[src/mnbt_pkg.sv]
// Shared constants and types for the block-transfer command unit and its far end.
package mnbt_pkg;

  // Commands written to the command register.
  typedef enum logic [1:0] {
    OP_RD_MOD = 2'b00,
    OP_WR_MOD = 2'b01,
    OP_RD_NET = 2'b10,
    OP_WR_NET = 2'b11
  } mnbt_op_t;

  // Register indices on the software port.
  localparam logic [3:0] REG_ACC      = 4'h0;
  localparam logic [3:0] REG_STK1     = 4'h1;
  localparam logic [3:0] REG_STK2     = 4'h2;
  localparam logic [3:0] REG_OPERAND  = 4'h3;
  localparam logic [3:0] REG_CMD      = 4'h4;
  localparam logic [3:0] REG_STATUS   = 4'h5;
  localparam logic [3:0] REG_IRQ_STAT = 4'h6;
  localparam logic [3:0] REG_IRQ_MASK = 4'h7;

  // Field positions.
  localparam int CMD_OP_LSB    = 0;
  localparam int CMD_PEER_BIT  = 2;
  localparam int STAT_BUSY_BIT = 0;
  localparam int STAT_PERR_BIT = 1;
  localparam int STAT_RLY_BIT  = 2;
  localparam int IRQ_DONE_BIT  = 0;
  localparam int IRQ_PERR_BIT  = 1;

  // Parameter limits.
  localparam logic [7:0]  BASE_MAX      = 8'h03;
  localparam logic [7:0]  SLOT_MAX      = 8'h07;
  localparam logic [7:0]  STATION_MAX   = 8'h90;
  localparam logic [15:0] MOD_CNT_MAX   = 16'h0080;
  localparam logic [15:0] NET_CNT_MIN   = 16'h0002;
  localparam logic [15:0] NET_CNT_MAX   = 16'h0128;

  // Reset values.
  localparam logic [15:0] WORD_RST     = 16'h0000;
  localparam logic [1:0]  IRQ_MASK_RST = 2'h0;

endpackage : mnbt_pkg

[src/mnbt_link_if.sv]
// Backplane link between the command unit and the intelligent module or network master.
`timescale 1ns/1ps
`default_nettype none
interface mnbt_link_if
  (
  input wire logic core_clk_i,
  input wire logic rst_i
  );
  logic        req;
  logic        req_write;
  logic        req_net;
  logic [7:0]  req_sel;
  logic [2:0]  req_slot;
  logic [15:0] req_addr;
  logic [7:0]  req_count;
  logic        req_ack;
  logic        wr_valid;
  logic [7:0]  wr_data;
  logic        wr_ready;
  logic        rd_valid;
  logic [7:0]  rd_data;
  logic        rd_ready;
  logic        module_busy_relay;

  modport cpu_end
    (
    output req, req_write, req_net, req_sel, req_slot, req_addr, req_count,
    input  req_ack,
    output wr_valid, wr_data,
    input  wr_ready,
    input  rd_valid, rd_data,
    output rd_ready,
    input  module_busy_relay
    );

  modport far_end
    (
    input  req, req_write, req_net, req_sel, req_slot, req_addr, req_count,
    output req_ack,
    input  wr_valid, wr_data,
    output wr_ready,
    output rd_valid, rd_data,
    input  rd_ready,
    output module_busy_relay
    );
endinterface : mnbt_link_if
`default_nettype wire

[src/mnbt_cpu_end.sv]
// CPU end of the block-transfer unit: parameter registers, checks and word/byte mover.
//
// The placing of the registers and the strobed register port were left to the implementer.
`timescale 1ns/1ps
`default_nettype none
// Behaviour
// - Module read copies 1-128 bytes into memory.
// - Program puts base low, slot high byte.
// - Program puts byte count, max 128, level one.
// - Module read takes module address from accumulator.
// - Module read local start comes from operand.
// - Module write sends 1-128 bytes from operand.
// - Module write destination address is accumulator.
// - Bad parameters on any command set error flag; a command issued while a transfer runs is dropped without setting it.
// - Error flag holds until next command updates.
// - Parameters come from accumulator and two levels.
// - Program puts BCD station low, slot high.
// - Station zero accepted only for peer targets.
// - Program gives even BCD count 2-128.
// - Network read stores at accumulator master address.
// - Network read fetches slave data from operand.
// - Program issues network read only when relay off.
module mnbt_cpu_end
  import mnbt_pkg::*;
  #(
  parameter int MAX_BYTES = 128
  )
  (
  // Clock and reset.
  input  wire logic        core_clk_i,
  input  wire logic        rst_i,
  // Software register port, read data one cycle after the read strobe.
  input  wire logic [3:0]  reg_addr_i,
  input  wire logic [15:0] reg_wdata_i,
  input  wire logic        reg_we_i,
  input  wire logic        reg_re_i,
  output logic [15:0]      reg_rdata_o,
  output logic             irq_o,
  // Variable memory, word wide, read data one cycle after the read strobe.
  output logic [15:0]      vm_addr_o,
  output logic [15:0]      vm_wdata_o,
  output logic             vm_we_o,
  output logic             vm_re_o,
  input  wire logic [15:0] vm_rdata_i,
  // Link.
  mnbt_link_if.cpu_end     link
  );

  if (MAX_BYTES < 2 || MAX_BYTES > 255)
  begin : g_bad_max
    $error("MAX_BYTES must lie between 2 and 255");
  end

  typedef enum logic [2:0] {
    S_IDLE   = 3'b000,
    S_REQ    = 3'b001,
    S_WFETCH = 3'b010,
    S_WLOAD  = 3'b011,
    S_WSEND  = 3'b100,
    S_RRECV  = 3'b101
  } mnbt_st_t;

  typedef struct packed {
    mnbt_st_t    st;
    logic [15:0] acc;
    logic [15:0] stk1;
    logic [15:0] stk2;
    logic [15:0] oper;
    logic        wr;
    logic        net;
    logic [15:0] far_addr;
    logic [15:0] loc_addr;
    logic [7:0]  left;
    logic        hi;
    logic [15:0] word;
    logic        perr;
    logic [1:0]  irq_st;
    logic [1:0]  irq_mask;
    logic [15:0] rdata;
    logic [15:0] vm_addr;
    logic [15:0] vm_wdata;
    logic        vm_we;
    logic        vm_re;
    logic        req;
    logic        wr_valid;
    logic [7:0]  wr_data;
  } mnbt_cpu_t;

  mnbt_cpu_t   r_reg;
  mnbt_cpu_t   r_next;
  mnbt_op_t    op;
  logic        peer;
  logic        bad;
  logic [15:0] net_cnt;
  logic [7:0]  cnt;
  logic [1:0]  ev;

  // Checks run on the values held in the parameter registers at command time.
  always_comb
  begin
    op      = mnbt_op_t'(reg_wdata_i[CMD_OP_LSB +: 2]);
    peer    = reg_wdata_i[CMD_PEER_BIT];
    // Each digit is widened first so the tens product cannot wrap in four bits.
    net_cnt = 16'(r_reg.stk1[11:8]) * 16'h0064 + 16'(r_reg.stk1[7:4]) * 16'h000a +
              16'(r_reg.stk1[3:0]);
    bad     = 1'b0;
    cnt     = r_reg.stk1[7:0];
    if (r_reg.stk2[15:8] > SLOT_MAX)
    begin
      bad = 1'b1;
    end
    if (op == OP_RD_MOD || op == OP_WR_MOD)
    begin
      if (r_reg.stk2[7:0] > BASE_MAX) bad = 1'b1;
      if (r_reg.stk1 == WORD_RST || r_reg.stk1 > MOD_CNT_MAX ||
          r_reg.stk1 > 16'(MAX_BYTES)) bad = 1'b1;
    end
    else
    begin
      cnt = net_cnt[7:0];
      if (r_reg.stk2[7:4] > 4'h9 || r_reg.stk2[3:0] > 4'h9 ||
          r_reg.stk2[7:0] > STATION_MAX) bad = 1'b1;
      if (r_reg.stk2[7:0] == 8'h00 && !peer) bad = 1'b1;
      if (r_reg.stk1[15:12] != 4'h0 || r_reg.stk1[11:8] > 4'h9 ||
          r_reg.stk1[7:4] > 4'h9 || r_reg.stk1[3:0] > 4'h9 ||
          r_reg.stk1 < NET_CNT_MIN || r_reg.stk1 > NET_CNT_MAX ||
          net_cnt > 16'(MAX_BYTES) || r_reg.stk1[0]) bad = 1'b1;
    end
  end

  always_comb
  begin
    r_next        = r_reg;
    r_next.vm_we  = 1'b0;
    r_next.vm_re  = 1'b0;
    r_next.rdata  = WORD_RST;
    ev            = 2'b00;
    if (reg_re_i)
    begin
      case (reg_addr_i)
        REG_ACC:      r_next.rdata = r_reg.acc;
        REG_STK1:     r_next.rdata = r_reg.stk1;
        REG_STK2:     r_next.rdata = r_reg.stk2;
        REG_OPERAND:  r_next.rdata = r_reg.oper;
        REG_STATUS:   r_next.rdata = {13'h0000, link.module_busy_relay, r_reg.perr,
                                      r_reg.st != S_IDLE};
        REG_IRQ_STAT: r_next.rdata = {14'h0000, r_reg.irq_st};
        REG_IRQ_MASK: r_next.rdata = {14'h0000, r_reg.irq_mask};
        default:      r_next.rdata = WORD_RST;
      endcase
    end
    if (reg_we_i)
    begin
      case (reg_addr_i)
        REG_ACC:      r_next.acc = reg_wdata_i;
        REG_STK1:     r_next.stk1 = reg_wdata_i;
        REG_STK2:     r_next.stk2 = reg_wdata_i;
        REG_OPERAND:  r_next.oper = reg_wdata_i;
        REG_IRQ_STAT: r_next.irq_st = r_reg.irq_st & ~reg_wdata_i[1:0];
        REG_IRQ_MASK: r_next.irq_mask = reg_wdata_i[1:0];
        REG_CMD:
        begin
          // A command while a transfer runs is dropped and leaves the error flag alone.
          if (r_reg.st == S_IDLE)
          begin
            r_next.perr = bad;
            ev[IRQ_PERR_BIT] = bad;
            if (!bad)
            begin
              r_next.wr  = op[0];
              r_next.net = op[1];
              r_next.left = cnt;
              // Network commands swap the roles of accumulator and operand.
              r_next.far_addr = op[1] ? r_reg.oper : r_reg.acc;
              r_next.loc_addr = op[1] ? r_reg.acc : r_reg.oper;
              r_next.hi  = 1'b0;
              r_next.req = 1'b1;
              r_next.st  = S_REQ;
            end
          end
        end
        default:
        begin
        end
      endcase
    end
    case (r_reg.st)
      S_IDLE:
      begin
      end
      S_REQ:
      begin
        if (link.req_ack)
        begin
          r_next.req = 1'b0;
          if (r_reg.wr)
          begin
            r_next.vm_re   = 1'b1;
            r_next.vm_addr = r_reg.loc_addr;
            r_next.st      = S_WFETCH;
          end
          else
          begin
            r_next.st = S_RRECV;
          end
        end
      end
      S_WFETCH:
      begin
        r_next.st = S_WLOAD;
      end
      S_WLOAD:
      begin
        r_next.word     = vm_rdata_i;
        r_next.wr_data  = vm_rdata_i[7:0];
        r_next.wr_valid = 1'b1;
        r_next.hi       = 1'b0;
        r_next.st       = S_WSEND;
      end
      S_WSEND:
      begin
        if (link.wr_ready)
        begin
          r_next.left = r_reg.left - 8'h01;
          if (r_reg.left == 8'h01)
          begin
            r_next.wr_valid = 1'b0;
            ev[IRQ_DONE_BIT] = 1'b1;
            r_next.st = S_IDLE;
          end
          else if (!r_reg.hi)
          begin
            r_next.hi      = 1'b1;
            r_next.wr_data = r_reg.word[15:8];
          end
          else
          begin
            r_next.wr_valid = 1'b0;
            r_next.loc_addr = r_reg.loc_addr + 16'h0001;
            r_next.vm_addr  = r_reg.loc_addr + 16'h0001;
            r_next.vm_re    = 1'b1;
            r_next.st       = S_WFETCH;
          end
        end
      end
      S_RRECV:
      begin
        if (link.rd_valid)
        begin
          r_next.left = r_reg.left - 8'h01;
          if (!r_reg.hi && r_reg.left != 8'h01)
          begin
            r_next.word = {8'h00, link.rd_data};
            r_next.hi   = 1'b1;
          end
          else
          begin
            r_next.vm_we    = 1'b1;
            r_next.vm_addr  = r_reg.loc_addr;
            r_next.vm_wdata = r_reg.hi ? {link.rd_data, r_reg.word[7:0]}
                                       : {8'h00, link.rd_data};
            r_next.loc_addr = r_reg.loc_addr + 16'h0001;
            r_next.hi       = 1'b0;
          end
          if (r_reg.left == 8'h01)
          begin
            ev[IRQ_DONE_BIT] = 1'b1;
            r_next.st = S_IDLE;
          end
        end
      end
      default:
      begin
        r_next.st = S_IDLE;
      end
    endcase
    // Setting after the clear makes an event in the clearing cycle survive.
    r_next.irq_st = r_next.irq_st | ev;
  end

  always_ff @(posedge core_clk_i)
  begin
    if (rst_i)
    begin
      r_reg          <= '0;
      r_reg.irq_mask <= IRQ_MASK_RST;
    end
    else
    begin
      r_reg <= r_next;
    end
  end

  assign reg_rdata_o    = r_reg.rdata;
  assign irq_o          = |(r_reg.irq_st & r_reg.irq_mask);
  assign vm_addr_o      = r_reg.vm_addr;
  assign vm_wdata_o     = r_reg.vm_wdata;
  assign vm_we_o        = r_reg.vm_we;
  assign vm_re_o        = r_reg.vm_re;
  assign link.req       = r_reg.req;
  assign link.req_write = r_reg.wr;
  assign link.req_net   = r_reg.net;
  assign link.req_sel   = r_reg.stk2[7:0];
  assign link.req_slot  = r_reg.stk2[10:8];
  assign link.req_addr  = r_reg.far_addr;
  assign link.req_count = r_reg.left;
  assign link.wr_valid  = r_reg.wr_valid;
  assign link.wr_data   = r_reg.wr_data;
  assign link.rd_ready  = (r_reg.st == S_RRECV);

endmodule : mnbt_cpu_end
`default_nettype wire

[src/flat_wrapper.sv]
// flat-port wrapper written by rule: the top's interface ports become plain ports
module mnbt_cpu_end_flat import mnbt_pkg::*;
#(
  parameter int MAX_BYTES = 128
  )
  (core_clk_i, rst_i, reg_addr_i, reg_wdata_i, reg_we_i, reg_re_i, reg_rdata_o, irq_o, vm_addr_o, vm_wdata_o, vm_we_o, vm_re_o, vm_rdata_i, link_req, link_req_write, link_req_net, link_req_sel, link_req_slot, link_req_addr, link_req_count, link_req_ack, link_wr_valid, link_wr_data, link_wr_ready, link_rd_valid, link_rd_data, link_rd_ready, link_module_busy_relay);
  mnbt_link_if link_i (.core_clk_i(core_clk_i), .rst_i(rst_i));
  input  wire logic core_clk_i;
  input  wire logic rst_i;
  input  wire logic [3:0] reg_addr_i;
  input  wire logic [15:0] reg_wdata_i;
  input  wire logic reg_we_i;
  input  wire logic reg_re_i;
  output logic [15:0] reg_rdata_o;
  output logic irq_o;
  output logic [15:0] vm_addr_o;
  output logic [15:0] vm_wdata_o;
  output logic vm_we_o;
  output logic vm_re_o;
  input  wire logic [15:0] vm_rdata_i;
  output wire logic [$bits(link_i.req)-1:0] link_req;
  output wire logic [$bits(link_i.req_write)-1:0] link_req_write;
  output wire logic [$bits(link_i.req_net)-1:0] link_req_net;
  output wire logic [$bits(link_i.req_sel)-1:0] link_req_sel;
  output wire logic [$bits(link_i.req_slot)-1:0] link_req_slot;
  output wire logic [$bits(link_i.req_addr)-1:0] link_req_addr;
  output wire logic [$bits(link_i.req_count)-1:0] link_req_count;
  input wire logic [$bits(link_i.req_ack)-1:0] link_req_ack;
  output wire logic [$bits(link_i.wr_valid)-1:0] link_wr_valid;
  output wire logic [$bits(link_i.wr_data)-1:0] link_wr_data;
  input wire logic [$bits(link_i.wr_ready)-1:0] link_wr_ready;
  input wire logic [$bits(link_i.rd_valid)-1:0] link_rd_valid;
  input wire logic [$bits(link_i.rd_data)-1:0] link_rd_data;
  output wire logic [$bits(link_i.rd_ready)-1:0] link_rd_ready;
  input wire logic [$bits(link_i.module_busy_relay)-1:0] link_module_busy_relay;
  assign link_req = link_i.req;
  assign link_req_write = link_i.req_write;
  assign link_req_net = link_i.req_net;
  assign link_req_sel = link_i.req_sel;
  assign link_req_slot = link_i.req_slot;
  assign link_req_addr = link_i.req_addr;
  assign link_req_count = link_i.req_count;
  assign link_i.req_ack = link_req_ack;
  assign link_wr_valid = link_i.wr_valid;
  assign link_wr_data = link_i.wr_data;
  assign link_i.wr_ready = link_wr_ready;
  assign link_i.rd_valid = link_rd_valid;
  assign link_i.rd_data = link_rd_data;
  assign link_rd_ready = link_i.rd_ready;
  assign link_i.module_busy_relay = link_module_busy_relay;
  mnbt_cpu_end #(.MAX_BYTES(MAX_BYTES)) u_core (.core_clk_i(core_clk_i), .rst_i(rst_i), .reg_addr_i(reg_addr_i), .reg_wdata_i(reg_wdata_i), .reg_we_i(reg_we_i), .reg_re_i(reg_re_i), .reg_rdata_o(reg_rdata_o), .irq_o(irq_o), .vm_addr_o(vm_addr_o), .vm_wdata_o(vm_wdata_o), .vm_we_o(vm_we_o), .vm_re_o(vm_re_o), .vm_rdata_i(vm_rdata_i), .link(link_i));
endmodule
[config.mk]
export PLATFORM = sky130hd
export DESIGN_NAME = mnbt_cpu_end_flat
export DESIGN_NICKNAME = d
export VERILOG_FILES = /design/src/mnbt_pkg.sv /design/src/mnbt_link_if.sv /design/src/mnbt_cpu_end.sv /design/src/flat_wrapper.sv
export SDC_FILE = /design/constraint.sdc
export NUM_CORES = 1
export LEC_CHECK = 0
export ABC_AREA = 1
export BUFFER_PORTS_ARGS = -buffer_cell sky130_fd_sc_hd__buf_2
export CORE_AREA = 2 2 144 146
export DETAILED_ROUTE_END_ITERATION = 10
export DIE_AREA = 0 0 146 148
export PLACE_DENSITY_LB_ADDON = 0.25
export SLEW_MARGIN = 20
export SYNTH_ARGS = -nofsm -noshare
export SYNTH_HDL_FRONTEND = slang
export SYNTH_SLANG_ARGS = --single-unit
[constraint.sdc]
create_clock -name core_clk_i -period 7.5 [get_ports core_clk_i]
set_clock_uncertainty 0.15 [all_clocks]
set_input_delay 0.375 -clock core_clk_i [delete_from_list [all_inputs] [get_ports core_clk_i]]
set_output_delay 0.375 -clock core_clk_i [all_outputs]
set_load 0.1 [all_outputs]
==> impl_metrics.toml, run 1 <==
[die]
die_w_um = 146
die-height_um = 148
initial_utilization_pct = 54.4
io_pins = 151
dieArea_um2 = 21600
core_area_um2 = 20000
rows = 52

[yosys]
yosysTopAreaCellShare_pct = 35.1
syn_nets = 1598
synth_warnings = 0
yosysTopAreaCell = "dfxtp_1"
yosys-top-cells-area = "dfxtp_1, nand2_1, o21ai_0, a21oi_1, buf_4"
ys_ff_latch = 191
synth.distinct_cells = 48
synthArstFlopShare_pct = 0
synth.cell_area_um2 = 10900
ys.flop_type = "dfxtp_1"
synth-edff-count = 0
ys_seq_area_share_pct = 35.1
syn_area_per_cell_um2 = 7.22
synthTopCellsByCount = "nand2_1, dfxtp_1, o21ai_0"
synthCells = 1509
yosysMostFrequentCell = "nand2_1"

[clock_network]
clk_pin_slew_worst_paths_ns = 0.08
post-cts-setup-buffers = 0
cts_resized = 0
cts_hold_buf = 1
clock_latency_ns = 0.44
cts_tree = "yes"
cts_inserted_buffers = 17
max-clock-path-buffers = 2
clock-sinks = 191
htreeDepth = 4
cts_root_buf = "clkbuf_16"

[setup_path]
cpMostUsedCell = "nand2_1"
r2r-end = "u_core.r_reg[96]"
arrival_ns = 4.29
regToRegStartpoint = "u_core.r_reg[161]"
cpPeakStageDelay_ns = 0.48
crit_path_top_delay_cell = "fa_1"
endpoint_kind = "flop"
ff2ff_path_depth = 20
reg2reg_slack_ns = 3.45
setup.worst_path.class = "reg -> reg"
crit_chain = "ha_1 > ha_1 > inv_1 > fa_1 > inv_1 > ha_1 > a21oi_1 > nand3_1 > nand2_1 > nand3_1 > nand2_1 > nand2_1 > a21oi_2 > nand3_2 > a21oi_4 > buf_4 > nand2_1 > o211ai_1 > nand3_1 > inv_1"
required_ns = 7.74
start_kind = "flop"
cp_max_fo = 44

[worst_hold_path]
hold_path_end = "u_core.r_reg[80]"
hp-class = "in -> reg"
hold-path-cell-count = 3
min_from = "vm_rdata_i[15]"

[timing]
finalSetupViolations = 0
slew_violations = 0
hold_viol = 0
rsz0062_at_grt = "false"
hold_slack_ns = 0.0344
relSlewSlack_pct = 33.6
tightest_slew_ns = 0.993
max_freq_mhz = 247
fin_tns_setup_ns = 0
fin_crit_sh_pct = 54.0
layout_min_cycle_time_ns = 4.05

[grt]
grt_pass1_wl_um = 48400
grt_pass1_vias = 9295
gr-total-overflow = 0
grt.total_usage_pct = 27.6
grt_max_degree = 85
antenna_found_initial = 2

[drt]
vias = 10200
ant_nets = 0
drt_pass1_iterations = 5
drt_iter0_markers = 875
remaining_drc_errors = 0
via_per_inst = 5.63
wl_per_cell_um = 16.7
routed_wl_um = 30200

[placement]
hpwlAfterDp_um = 21600
port_buffers = 150
gp_congestion = 0.914

[finish]
fin_nets = 1610
syn2layout_area_growth_pct = 6.50
drive_gt1_share_pct = 18.0
largest_reg_flops = 94

[outcome]
status = "complete, no violations"

[pwr]
vdd_drop_max_mv = 0.149
powerDensity_nw_per_um2 = 183
leakagePower_uw = 0.00503

[job]
max_cap_viol_count = 0
-- cells by family (layout without fill, tap and decap cells) --
group	after synthesis	in the layout	share of synthesized area (%)
adder cells (fa/ha/maj)	37	37	4.53
XOR/XNOR	17	17	1.37
AO/OA/AOI/OAI	464	464	25.0
flip-flops	191	191	35.1
buffers and inverters	325	350	14.9
other	0	1	0
AND/OR/NAND/NOR	475	475	19.1
-- stage by stage --
step	utilization [%]	worst slack, ns	total power, uW	std cells	area (um^2)
final	57.9	3.45	2130	1805	11600
after global routing	57.9	3.04	2200	1805	11600
after CTS	57.9	3.46	2130	1804	11600
after detailed placement	55.0	3.49	1250	1771	11000
after global placement	55.0	3.63	1250	1771	11000
after floorplan	-	4.09	1200	1509	10900
-- final cells by class --
type	count	area, um^2
clock buffer	18	429
sequential	191	3820
multi-input combinational	993	5440
tap	270	338
clock inverter	14	144
fill	1982	8440
timing repair buffer	160	828
antenna	1	2.50
inverter	158	593
-- cell usage in the layout, fill, tap and decap left out, types with 22 or more instances in the layout --
cell and count:
buf_2 150, a31oi_1 23, ha_1 33, nand3_1 71
dfxtp_1 191, o21ai_1 22, a21oi_2 30, nor2_1 85
a21oi_1 148, inv_1 149, o21ai_0 157, nand2_1 257
-- worst max-delay path: cells and delay by family (launching register included) --
kind | cells | cell delay, ns
adders and majority gates | 4 | 1.31
and+or+nand+nor | 8 | 0.85
DFF | 1 | 0.36
AOI/OAI and AO/OA | 4 | 0.65
buffers and inverters | 4 | 0.64
-- power by group --
part / internal [uW] / leakage, uW / switching (uW)
Clock: 445 / 0.000283 / 453
Sequential: 1020 / 0.00154 / 8.72
Combinational: 52.1 / 0.00321 / 145
Total: 1520 / 0.00503 / 607
-- metal layers --
metal	track usage (%)	routed length, um
met5	0	7
met4	9.17	644
met3	5.19	2190
met2	43.7	13800
met1	38.3	13600
-- worst max path at each step --
stage	endpoint	slack, ns	cells after the start	start
2_1_floorplan	u_core.r_reg[98]	4.09	25	u_core.r_reg[163]
3_3_place_gp	u_core.r_reg[96]	3.63	22	u_core.r_reg[165]
3_5_place_dp	u_core.r_reg[96]	3.49	24	u_core.r_reg[161]
4_1_cts	u_core.r_reg[96]	3.46	24	u_core.r_reg[161]
5_1_grt	u_core.r_reg[96]	3.04	20	u_core.r_reg[161]
6_report	u_core.r_reg[96]	3.45	20	u_core.r_reg[161]
Power figures use the tool's default switching activity.
==> run 2, diff against run 1 <==
Settings changed: ABC_AREA 1 to 0, CORE_AREA 2 2 144 146 to 2 2 142 144, DIE_AREA 0 0 146 148 to 0 0 144 146.
Clock period 7.5 ns to 4.16 ns, I/O delays scaled along.
==> run 2 against run 1 <==
  * The run now ends with hold timing, setup timing left
  * Hold slack worse by 0.037 ns
  * First-iteration DRC count is 6.4% higher
  * Via count hardly changed
  * Total power is 86% higher
  * Largest cell class unchanged
  * Die area is 2.7% lower
  * Sequential power is 81% higher
  * Highest routed layer is now met4
  * Register-to-register slack worse by 3.5 ns
==> impl_metrics.toml, run 2 <==
[worst_hold_path]
hp-class = "in -> reg"

[placement]
port_buffers = 150
gp_congestion = 0.965
hpwlAfterDp_um = 20500
place_ws_ns = 0.00940

[grt]
met2_usage_pct = 43.2
grtUsageMet1_pct = 39.7
antenna_found_initial = 0
busiest_layer = "met2"
grt_max_degree = 80
grt_pass1_wl_um = 47600
gr-total-overflow = 0
grt_pass1_vias = 9204
gr-usage-met3_pct = 5.00
grt.total_usage_pct = 28.2

[finish]
syn2layout_area_growth_pct = 17.7
mostFrequentLayoutCell = "nand2_1"
final_cell_mix = "nand2_1, dfxtp_1, a21oi_1"
drive_gt1_share_pct = 21.4
fin_nets = 1509
largest_reg_flops = 94
diodes = 0

[yosys]
yosysMostFrequentCell = "nand2_1"
synth-edff-count = 0
ys.flop_type = "dfxtp_1"
yosys-top-cells-area = "dfxtp_1, a21oi_1, nand2_1, buf_4, nor2_1"
synth.cell_area_um2 = 10500
synthTopCellsByCount = "nand2_1, dfxtp_1, a21oi_1"
syn_nets = 1424
synth.distinct_cells = 69
yosysTopAreaCell = "dfxtp_1"
ys_seq_area_share_pct = 36.3
ys_ff_latch = 191
yosysTopAreaCellShare_pct = 36.3
synth_warnings = 0
synthArstFlopShare_pct = 0
synthCells = 1335
syn_area_per_cell_um2 = 7.90

[clock_network]
clock_latency_ns = 0.44
max-clock-path-buffers = 2
cts_root_buf = "clkbuf_16"
cts_inserted_buffers = 17
clk_pin_slew_worst_paths_ns = 0.07
cts_tree = "yes"
htreeDepth = 4
clock-sinks = 191

[drt]
routed_wl_um = 31000
wl_per_cell_um = 18.2
drt_iter0_markers = 931
ant_nets = 0
vias = 10200
drt_pass1_iterations = 5
via_per_inst = 5.99
remaining_drc_errors = 0

[timing]
finalSetupViolations = 16
layout_min_cycle_time_ns = 4.21
relSlewSlack_pct = 29.5
fin_crit_sh_pct = 101
hold_slack_ns = -0.00275
hold_viol = 1
tightest_slew_ns = 1.06
finalWorstSetupSlack_ns = -0.0487
slew_violations = 0
max_freq_mhz = 238
fin_tns_setup_ns = -0.342
rsz0062_at_grt = "true"

[job]
max_cap_viol_count = 0

[outcome]
violations = "hold timing, setup timing"
status = "complete, but fails checks"

[die]
die-height_um = 146
core_area_um2 = 19300
die_w_um = 144
dieArea_um2 = 21000
initial_utilization_pct = 54.5
io_pins = 151
rows = 51

[setup_path]
required_ns = 4.36
cpMostUsedCell = "ha_4"
crit_chain = "ha_4 > ha_4 > inv_2 > fa_2 > xnor2_2 > ha_4 > a21oi_2 > nor2b_2 > or4_4 > a21oi_4 > mux2i_2 > a2111o_1 > a21oi_4 > buf_12 > buf_4 > nor2_1 > a211oi_1"
cpPeakStageDelay_ns = 0.51
start_kind = "flop"
crit_path_top_delay_cell = "or4_4"
arrival_ns = 4.41
cp.buffers_inverters = 3
crit_family = "compound AO/OA/AOI/OAI gates"
cp_max_fo = 5
reg2reg_slack_ns = -0.05
endpoint_kind = "flop"
setup.worst_path.class = "reg -> reg"

[pwr]
powerDensity_nw_per_um2 = 318
p_total_uw = 3950
vdd_drop_max_mv = 0.343
leakagePower_uw = 0.00486
-- run 2: cell families (layout without fill, tap and decap cells) --
family | Yosys count | after routing | synth area share (%)
compound gates | 362 | 362 | 22.0
xor+xnor | 14 | 14 | 1.16
fa+ha+maj | 37 | 37 | 4.68
buf+inv | 195 | 293 | 10.3
flops | 191 | 191 | 36.3
mux | 50 | 50 | 4.95
simple gates | 486 | 486 | 20.6
-- run 2: what timing repair did --
action,CTS,global route
hold endpoints to repair,99,0
cloned,2,3
setup buffers,1,7
pin swaps,3,15
resized for setup,2,58
hold buffers,40,0
endpoints found under the setup margin,25,47
-- run 2: final cells by class --
class	count	area (um^2)
fill	1659	6920
multi-input combinational	949	5890
sequential	191	3830
timing repair buffer	239	1640
clock buffer	18	439
tap	265	332
clock inverter	14	196
inverter	22	82.6
-- run 2: stage by stage --
stage	area [um^2]	util [%]	instances
after floorplan	10500	-	1335
after global placement	11000	56.7	1613
after detailed placement	11000	56.7	1613
after CTS	12100	62.5	1688
after global routing	12400	64.2	1698
final	12400	64.2	1698
-- run 2: path summary, 6_finish.rpt --
check / endpoint / startpoint / cells past startpoint
worst max-delay path: u_core.link.req_addr[15] / u_core.r_reg[163] / 17
worst max register to register: u_core.link.req_addr[15] / u_core.r_reg[163] / 17
worst min register to register: u_core.r_reg[171] / u_core.r_reg[171] / 2
worst min-delay path: u_core.reg_rdata_o[2] / link_module_busy_relay / 3
-- run 2: worst reg2reg max path, delay by kind of cell (launching register included) --
| kind | cells | cell delay [ns] |
|---|---|---|
| xor gates and xnor gates | 1 | 0.27 |
| muxes | 1 | 0.12 |
| and+or+nand+nor | 3 | 0.62 |
| adders and majority gates | 4 | 1.02 |
| buffers and inverters | 3 | 0.35 |
| DFF | 1 | 0.34 |
| AOI/OAI and AO/OA | 5 | 1.25 |
-- run 2: metal layers --
layer	share of wire [%]	wire length [um]	vias up
met3	7.0	2160	63
met4	2.8	881	0
met2	46	14300	410
li1	-	-	4830
met5	0	0	-
met1	44	13600	4871
-- run 2: power by group --
part	switching [uW]	total (uW)	internal, uW
Clock	796	1780	986
Combinational	199	312	112
Sequential	16.0	1860	1840
Total	1010	3950	2940
